--- config.mk ---
export PLATFORM = sky130hd
export DESIGN_NAME = dhsrw_top
export DESIGN_NICKNAME = d
export VERILOG_FILES = /design/src/hdl/dhsrw_top.v
export VERILOG_INCLUDE_DIRS = /design/src /design/src/hdl
export SDC_FILE = /design/constraint.sdc
export NUM_CORES = 1
export LEC_CHECK = 0
export BUFFER_PORTS_ARGS = -buffer_cell sky130_fd_sc_hd__buf_2
export CAP_MARGIN = 20
export CORE_ASPECT_RATIO = 0.8
export CORE_MARGIN = 2
export CORE_UTILIZATION = 25
export CTS_BUF_LIST = sky130_fd_sc_hd__clkbuf_2 sky130_fd_sc_hd__clkbuf_4 sky130_fd_sc_hd__clkbuf_8
export DETAILED_ROUTE_END_ITERATION = 7
export GPL_ROUTABILITY_DRIVEN = 0
export PLACE_DENSITY = 0.6
export RECOVER_POWER = 100
export SLEW_MARGIN = 20
export SYNTH_ARGS = -nofsm -noshare
export SYNTH_HDL_FRONTEND = slang
export SYNTH_SLANG_ARGS = --single-unit
--- constraint.sdc ---
create_clock -name clk_i -period 1.68 [get_ports clk_i]
set_clock_uncertainty 0.05 [all_clocks]
set_input_delay 0.504 -clock clk_i [delete_from_list [all_inputs] [get_ports clk_i]]
set_output_delay 0.504 -clock clk_i [all_outputs]
set_load 0.02 [all_outputs]
--- src/hdl/dhsrw_defines.vh ---
`ifndef DHSRW_DEFINES_VH
`define DHSRW_DEFINES_VH

// ----------------------------------------------------------------
// Widths
// ----------------------------------------------------------------
`define DHSRW_HEAD_W 3
`define DHSRW_NUM_HEADS 5
`define DHSRW_CYL_W 10
`define DHSRW_ZONE_W 3
`define DHSRW_SECT_W 6
`define DHSRW_SCNT_W 11

// ----------------------------------------------------------------
// Field positions and values
// ----------------------------------------------------------------
`define DHSRW_HEAD_LSB 8
`define DHSRW_HEAD_MSB 10
`define DHSRW_HEAD_RST 3'h0
`define DHSRW_MAX_HEAD 3'h4
`define DHSRW_SECT_END_CNT 11'h440
`define DHSRW_ZONE_STEP_UA 3500

// ----------------------------------------------------------------
// Fault cause codes
// ----------------------------------------------------------------
`define DHSRW_FLT_NONE 3'h0
`define DHSRW_FLT_MULTI 3'h1
`define DHSRW_FLT_NOAC 3'h2
`define DHSRW_FLT_STRAY 3'h3
`define DHSRW_FLT_MOTION 3'h4
`define DHSRW_FLT_RDWR 3'h5

`endif

--- src/hdl/dhsrw_top.v ---
`timescale 1ns/100ps
`include "dhsrw_defines.vh"

// Contract
// - Power-on clear (low) resets head address register to zero.
// - Head address is three data bits, stored only on an address command.
// - Address is illegal when bit 10 is set with bit 8 or 9.
// - Illegal address is not stored; seek-check status bit 2 is set.
// - Decode buffered head bits to one head only while fault flag is clear.
// - More than one head selected raises a destructive multi-head fault.
// - Sector match sets status bit 8 until count 1088 or command drops.
// - Selected unit with read gate drives read pulses to controller.
// - One read pulse per positive and per negative zero crossing.
// - Selected unit with write gate accepts formatted write pulses.
// - In write mode each write pulse toggles complementary phase outputs.
// - Write mode needs select, write gate, no fault, read-only off.
// - Read-only switch inhibits writes, lights lamp, sets status bit 6.
// - Write enable needs write command, no read gate, settled carriage.
// - Write enable cuts read path and enables write current source; code also requires write mode for current.
// - Zone code is top three cylinder bits, 128-cylinder bands.
// - Each zone step lowers write current 3.50 mA; seven zones.
// - Missing alternating write current is a destructive fault.
// - Write current without write mode is a destructive fault.
// - Carriage motion during write mode is a non-destructive fault.
// - Read gate with write mode active is a non-destructive fault.
// - First fault latches, lights lamp, blocks others, ends writing.
// - Seek check cleared by power-on clear or clear-status command.
module dhsrw_top #(
  parameter HEAD_W = `DHSRW_HEAD_W,
  parameter NUM_HEADS = `DHSRW_NUM_HEADS,
  parameter CYL_W = `DHSRW_CYL_W,
  parameter SECT_W = `DHSRW_SECT_W,
  parameter SCNT_W = `DHSRW_SCNT_W
) (
  input wire clk_i,
  input wire sys_rst_i,
  input wire power_on_clear_n_i,
  input wire clear_status_command_i,
  input wire addr_cmd_i,
  input wire [15:0] data_bus_i,
  input wire unit_select_i,
  input wire read_gate_i,
  input wire write_gate_i,
  input wire read_cmd_i,
  input wire write_cmd_i,
  input wire [SECT_W-1:0] present_sector_i,
  input wire [SECT_W-1:0] addressed_sector_i,
  input wire sector_clock_i,
  input wire [SCNT_W-1:0] sector_count_i,
  input wire read_signal_i,
  input wire data_line_i,
  input wire read_only_switch_i,
  input wire carriage_moving_i,
  input wire [CYL_W-1:0] cylinder_i,
  input wire ac_write_current_i,
  input wire dc_write_current_i,
  input wire [NUM_HEADS-1:0] head_tap_sense_i,
  output reg [HEAD_W-1:0] head_addr_o,
  output reg [NUM_HEADS-1:0] head_energize_o,
  output reg seek_check_o,
  output reg sector_match_o,
  output reg data_line_o,
  output reg data_line_oe_n_o,
  output reg write_phase_a_o,
  output reg write_phase_b_o,
  output reg write_mode_o,
  output reg write_enable_o,
  output reg read_path_connect_o,
  output reg write_current_on_o,
  output reg write_zone_bit2_o,
  output reg write_zone_bit1_o,
  output reg write_zone_bit0_o,
  output reg read_only_lamp_o,
  output reg read_only_mode_o,
  output reg rw_fault_flag_o,
  output reg fault_lamp_o,
  output reg multi_head_fault_o,
  output reg [2:0] fault_cause_o
);

  // ----------------------------------------------------------------
  // Helper functions
  // ----------------------------------------------------------------
  function illegal_head;
    input [HEAD_W-1:0] h;
    begin
      illegal_head = h[2] & (h[1] | h[0]);
    end
  endfunction

  function more_than_one;
    input [NUM_HEADS-1:0] v;
    integer k;
    reg seen;
    reg multi;
    begin
      seen = 1'b0;
      multi = 1'b0;
      for (k = 0; k < NUM_HEADS; k = k + 1) begin
        multi = multi | (seen & v[k]);
        seen = seen | v[k];
      end
      more_than_one = multi;
    end
  endfunction

  // ----------------------------------------------------------------
  // Combinational terms
  // ----------------------------------------------------------------
  wire clr_all = sys_rst_i | ~power_on_clear_n_i;
  wire [HEAD_W-1:0] new_head =
    data_bus_i[`DHSRW_HEAD_MSB:`DHSRW_HEAD_LSB];
  wire new_illegal = illegal_head(new_head);
  wire rw_cmd = read_cmd_i | write_cmd_i;
  wire sel_read = unit_select_i & read_gate_i;
  wire sel_write = unit_select_i & write_gate_i;
  wire wmode_d = sel_write & ~rw_fault_flag_o &
    ~read_only_switch_i;
  wire wen_d = write_cmd_i & ~read_gate_i &
    ~carriage_moving_i;

  // ----------------------------------------------------------------
  // Fault terms
  // ----------------------------------------------------------------
  // Each term but flt_multi looks at registered modes, so a mode change and the
  // fault that it causes are judged one cycle apart.
  wire flt_multi = more_than_one(head_tap_sense_i);
  wire flt_noac = write_enable_o & write_mode_o &
    ~ac_write_current_i;
  wire flt_stray = dc_write_current_i & ~write_mode_o;
  wire flt_motion = write_mode_o & carriage_moving_i;
  wire flt_rdwr = write_mode_o & read_gate_i;
  wire any_fault = flt_multi | flt_noac | flt_stray | flt_motion |
    flt_rdwr;
  // Only the first fault is taken; later ones are masked.
  wire first_fault = ~rw_fault_flag_o & any_fault;

  wire [NUM_HEADS-1:0] dec_d;
  reg [2:0] cause_d;
  reg read_sig_q;
  reg data_in_q;
  reg sector_clock_q;
  reg wphase_q;

  // ----------------------------------------------------------------
  // Head decoder
  // ----------------------------------------------------------------
  // Energize only the addressed head; a fault drops them all.
  // Addresses above the head count never reach the register.
  genvar g;
  generate
    for (g = 0; g < NUM_HEADS; g = g + 1) begin : g_dec
      assign dec_d[g] = ~rw_fault_flag_o &
        ({{(32-HEAD_W){1'b0}}, head_addr_o} == g);
    end
  endgenerate

  // ----------------------------------------------------------------
  // Fault cause
  // ----------------------------------------------------------------
  // Fixed priority picks one cause when several arrive together.
  always @* begin
    cause_d = `DHSRW_FLT_NONE;
    if (flt_multi) begin
      cause_d = `DHSRW_FLT_MULTI;
    end else if (flt_noac) begin
      cause_d = `DHSRW_FLT_NOAC;
    end else if (flt_stray) begin
      cause_d = `DHSRW_FLT_STRAY;
    end else if (flt_motion) begin
      cause_d = `DHSRW_FLT_MOTION;
    end else if (flt_rdwr) begin
      cause_d = `DHSRW_FLT_RDWR;
    end
  end

  // ----------------------------------------------------------------
  // Head address and seek check
  // ----------------------------------------------------------------
  always @(posedge clk_i) begin
    if (clr_all) begin
      head_addr_o <= `DHSRW_HEAD_RST;
      seek_check_o <= 1'b0;
    end else begin
      if (addr_cmd_i && !new_illegal) begin
        head_addr_o <= new_head;
      end
      // Set beats clear so an illegal address is never lost.
      if (addr_cmd_i && new_illegal) begin
        seek_check_o <= 1'b1;
      end else if (clear_status_command_i) begin
        seek_check_o <= 1'b0;
      end
    end
  end

  // ----------------------------------------------------------------
  // Sector match
  // ----------------------------------------------------------------
  always @(posedge clk_i) begin
    if (clr_all) begin
      sector_clock_q <= 1'b0;
      sector_match_o <= 1'b0;
    end else begin
      sector_clock_q <= sector_clock_i;
      // Clear wins so a dropped command never leaves a stale match.
      if (!rw_cmd || sector_count_i == `DHSRW_SECT_END_CNT) begin
        sector_match_o <= 1'b0;
      end else if (sector_clock_i && !sector_clock_q &&
                   present_sector_i == addressed_sector_i) begin
        sector_match_o <= 1'b1;
      end
    end
  end

  // ----------------------------------------------------------------
  // Read path
  // ----------------------------------------------------------------
  always @(posedge clk_i) begin
    if (clr_all) begin
      read_sig_q <= 1'b0;
      data_line_o <= 1'b0;
      data_line_oe_n_o <= 1'b1;
    end else begin
      read_sig_q <= read_signal_i;
      // Enable lags the gate by one cycle, in step with the data.
      data_line_oe_n_o <= ~sel_read;
      // Either polarity of crossing gives one pulse.
      data_line_o <= sel_read &
        (read_signal_i ^ read_sig_q);
    end
  end

  // ----------------------------------------------------------------
  // Write path
  // ----------------------------------------------------------------
  always @(posedge clk_i) begin
    if (clr_all) begin
      data_in_q <= 1'b0;
      wphase_q <= 1'b0;
      write_mode_o <= 1'b0;
      write_enable_o <= 1'b0;
      write_phase_a_o <= 1'b0;
      write_phase_b_o <= 1'b1;
      read_path_connect_o <= 1'b1;
      write_current_on_o <= 1'b0;
    end else begin
      data_in_q <= data_line_i;
      write_mode_o <= wmode_d;
      write_enable_o <= wen_d;
      // Pulses are counted on the rising edge of the line only.
      if (write_mode_o && sel_write && data_line_i && !data_in_q) begin
        wphase_q <= ~wphase_q;
        write_phase_a_o <= ~wphase_q;
        write_phase_b_o <= wphase_q;
      end
      read_path_connect_o <= ~wen_d;
      write_current_on_o <= wen_d & wmode_d;
    end
  end

  // ----------------------------------------------------------------
  // Write current zone
  // ----------------------------------------------------------------
  // Current step per zone is an analog sink setting, not logic here.
  // No cylinder limit is applied here, so cylinders 896 and
  // above give code seven.
  always @(posedge clk_i) begin
    if (clr_all) begin
      write_zone_bit2_o <= 1'b0;
      write_zone_bit1_o <= 1'b0;
      write_zone_bit0_o <= 1'b0;
    end else begin
      write_zone_bit2_o <= cylinder_i[CYL_W-1];
      write_zone_bit1_o <= cylinder_i[CYL_W-2];
      write_zone_bit0_o <= cylinder_i[CYL_W-3];
    end
  end

  // ----------------------------------------------------------------
  // Read-only
  // ----------------------------------------------------------------
  always @(posedge clk_i) begin
    if (clr_all) begin
      read_only_lamp_o <= 1'b0;
      read_only_mode_o <= 1'b0;
    end else begin
      read_only_lamp_o <= read_only_switch_i;
      read_only_mode_o <= read_only_switch_i;
    end
  end

  // ----------------------------------------------------------------
  // Fault latch and head drive
  // ----------------------------------------------------------------
  always @(posedge clk_i) begin
    if (clr_all) begin
      rw_fault_flag_o <= 1'b0;
      fault_lamp_o <= 1'b0;
      multi_head_fault_o <= 1'b0;
      fault_cause_o <= `DHSRW_FLT_NONE;
      head_energize_o <= {NUM_HEADS{1'b0}};
    end else begin
      // Later faults are ignored so the first cause stays visible.
      if (first_fault) begin
        rw_fault_flag_o <= 1'b1;
        fault_lamp_o <= 1'b1;
        fault_cause_o <= cause_d;
        multi_head_fault_o <= (cause_d == `DHSRW_FLT_MULTI);
      end
      // Heads drop in the same cycle as the latch, not one later.
      if (first_fault) begin
        head_energize_o <= {NUM_HEADS{1'b0}};
      end else begin
        head_energize_o <= dec_d;
      end
    end
  end

endmodule // dhsrw_top

==> flow_summary.toml <==
[run_status]
status = "completed"

[clock_network]
post-cts-setup-buffers = 0
clock_path_buffers = 2
cts_buffers = 5
cts_root_buf = "clkbuf_8"
clk_pin_slew_ps = 60
worst_skew_pair.late_latency_ps = 280
cts_resized = 0
cts_tree = "built"
cts_hold_buffers = 0
clock-sinks = 30
h-tree-depth = 2

[setup_path]
crit_slowest_cell = "dfxtp_1"
crit_start = "rw_fault_flag_o$_SDFFE_PP0P_"
timing.rr.end = "head_energize_o[4]$_SDFF_PP0_"
cp_max_fo = 9
max_stage_delay_ps = 500
required_ps = 1130
crit_buf_inv = 1
crit_cells = 1
r2r_slack_ps = 350
worst_r2r_path_depth = 4
worstSetupPathType = "reg -> out"
crit_arrival_ps = 1020
end_kind = "output port"
worstReg2RegStart = "write_mode_o$_SDFF_PP0_"
crit_chain = "clkbuf_2"
cp-start-kind = "register"
endpoint = "rw_fault_flag_o"
critPathTopFamily = "flip-flops"

[yosys]
seq_area_frac_synth_pct = 50.37
synth.distinct_cells = 37
syn_nets = 192
yosys_warnings = 0
synth_cells = 121
synth_enable_flop_cells = 0
netlist_area_um2 = 1192
synth_area_per_cell_um2 = 9.854
synthArstFlopShare_pct = 0
synth_ff_type = "dfxtp_1"
ys_ff_latch = 30

[drt]
drt.antenna.violating_nets = 0
vias_per_cell = 4.287
drcViolationCount = 0
drt-initial-drc-count = 36
firstDrtPassIters = 4
via_count = 1149
wl_mm = 2.960
wire_per_inst_um = 11.04

[grt]
grt_pass1_wl_mm = 4.609
grt_usage_pct = 11.53
grt_start_max_net_pins = 12
grt_antenna_before_repair = 0
grt_overflow = 0
grt_pass1_vias = 1021

[sta]
rsz0062_at_grt = "no"
drv_slew = 0
period_needed_ps = 1572
hold_viol = 0
final.period_utilization_pct = 93.58
setup_viol_count_final = 0
slew_headroom_pct = 64.70
setup_slack_ps = 107.8
tightestPinTransition_ps = 529.5
max_freq_mhz = 636.1

[die]
die_w_um = 81.22
fp-row-count = 22
core_area_um2 = 4597
fp.dieArea_um2 = 5342
start_util_pct = 25.94
io_pins = 100
die_h_um = 65.77

[finish]
fin_util_pct = 37.37
n_antenna_cell = 0
seqCellArea_um2 = 600.6
multi_input_area_um2 = 543.0
final.fill_count = 500
area_growth_pct = 44.07
final_cell_area_um2 = 1718
final_cell_mix = "buf_2, clkbuf_1, dfxtp_1"
drive_above_1_share_pct = 29.81
final_common_cell = "buf_2"
fin_nets = 278

[worst_hold_path]
min_from = "cylinder_i[9]"
hp-class = "in -> reg"

[placed_design]
placed_area_um2 = 1670
io_buffers = 79
place_ws_ps = -14.65
dp_hpwl_mm = 2.334

[job]
max_cap_violations = 0

[pwr]
leakage_nw = 0.7168
worst_ir_drop_vdd_mv = 0.3349
power_density_nw_per_um2 = 960.7
==> cell families after synthesis <==
family	Yosys count	synth area share [%]
flip-flops	30	50.37
adder cells (fa/ha/maj)	1	0.9443
buffers and inverters	6	2.518
XOR/XNOR	8	5.876
multiplexers	2	1.784
AND/OR/NAND/NOR	56	27.07
AO/OA/AOI/OAI	18	11.44
==> state kept, by name, indices dropped and copies added (netlist names) <==
name and flops:
multi_head_fault_o 1, wphase_q 1, read_only_mode_o 1, data_line_oe_n_o 1, read_path_connect_o 1, write_zone_bit0_o 1, read_sig_q 1, data_in_q 1
fault_cause_o 3, head_energize_o 5, sector_clock_q 1, data_line_o 1, write_enable_o 1, write_zone_bit1_o 1, write_mode_o 1, write_zone_bit2_o 1
write_phase_b_o 1, head_addr_o 3, seek_check_o 1, sector_match_o 1, write_current_on_o 1, rw_fault_flag_o 1
==> cell usage after synthesis, types with 2 or more instances <==
master,instances,area (µm²)
dfxtp_1,30,600.6
nor2_1,12,45.04
and2_1,7,43.79
nand2_1,7,26.28
nand3_1,5,25.02
xor2_1,5,43.79
a21oi_1,4,20.02
nand2b_1,4,25.02
nor3_1,4,20.02
nor2b_1,3,18.77
nor4_1,3,18.77
xnor2_1,3,26.28
a22oi_1,2,15.01
a31oi_1,2,12.51
and3_1,2,12.51
buf_4,2,15.01
clkbuf_1,2,7.510
inv_1,2,7.510
nand4_1,2,12.51
nor3b_2,2,25.02
o211ai_1,2,15.01
==> per-layer routing <==
layer  wire (µm)  vias up  part of all wire, %  global-route usage (%)
met5           0        -                    0                       0
met3         232        2                  7.8                   4.372
met4          15        0                 0.51                   5.085
met1        1364      509                   46                   14.80
li1            -      599                    -                       -
met2        1348       39                   46                   17.15
==> worst min-delay path by stage <==
stage                                            to  slack [ps]  cells after the start
finish                 write_zone_bit2_o$_SDFF_PP0_         380                      2
detailed placement        seek_check_o$_SDFFE_PP0P_         410                      2
global placement    multi_head_fault_o$_SDFFE_PP0P_         410                      2
floorplan                    data_line_o$_SDFF_PP0_         410                      2
global route          write_current_on_o$_SDFF_PP0_         380                      2
CTS                    write_zone_bit2_o$_SDFF_PP0_         370                      2
==> stage by stage <==
stage                     hold WS [ps]  std cells   power, W  setup TNS (ps)
final                            378.5        268   0.001650               0
after global routing             384.7        268   0.001732               0
after CTS                        369.6        268   0.001694               0
after detailed placement         411.9        260  0.0009496          -28.48
after global placement           408.1        260  0.0009474          -28.43
after floorplan                  411.2        121  0.0008493               0
==> report_power, final <==
group | leakage, nW | total, W | internal, W | switching [W]
logic | 0.413 | 0.000180 | 0.0000850 | 0.0000953
registers | 0.244 | 0.000740 | 0.000729 | 0.0000116
clock network | 0.0593 | 0.000730 | 0.000475 | 0.000255
total | 0.717 | 0.00165 | 0.00129 | 0.000361
==> area by class of cell <==
class	count	area share [%]
Tap cell	60	4.370
Clock buffer	7	4.880
Sequential cell	30	34.96
Inverter	2	0.4370
Multi-Input combinational cell	85	31.61
Timing Repair Buffer	83	22.00
Clock inverter	1	1.748
No activity file was read; power rests on OpenSTA's default activity.
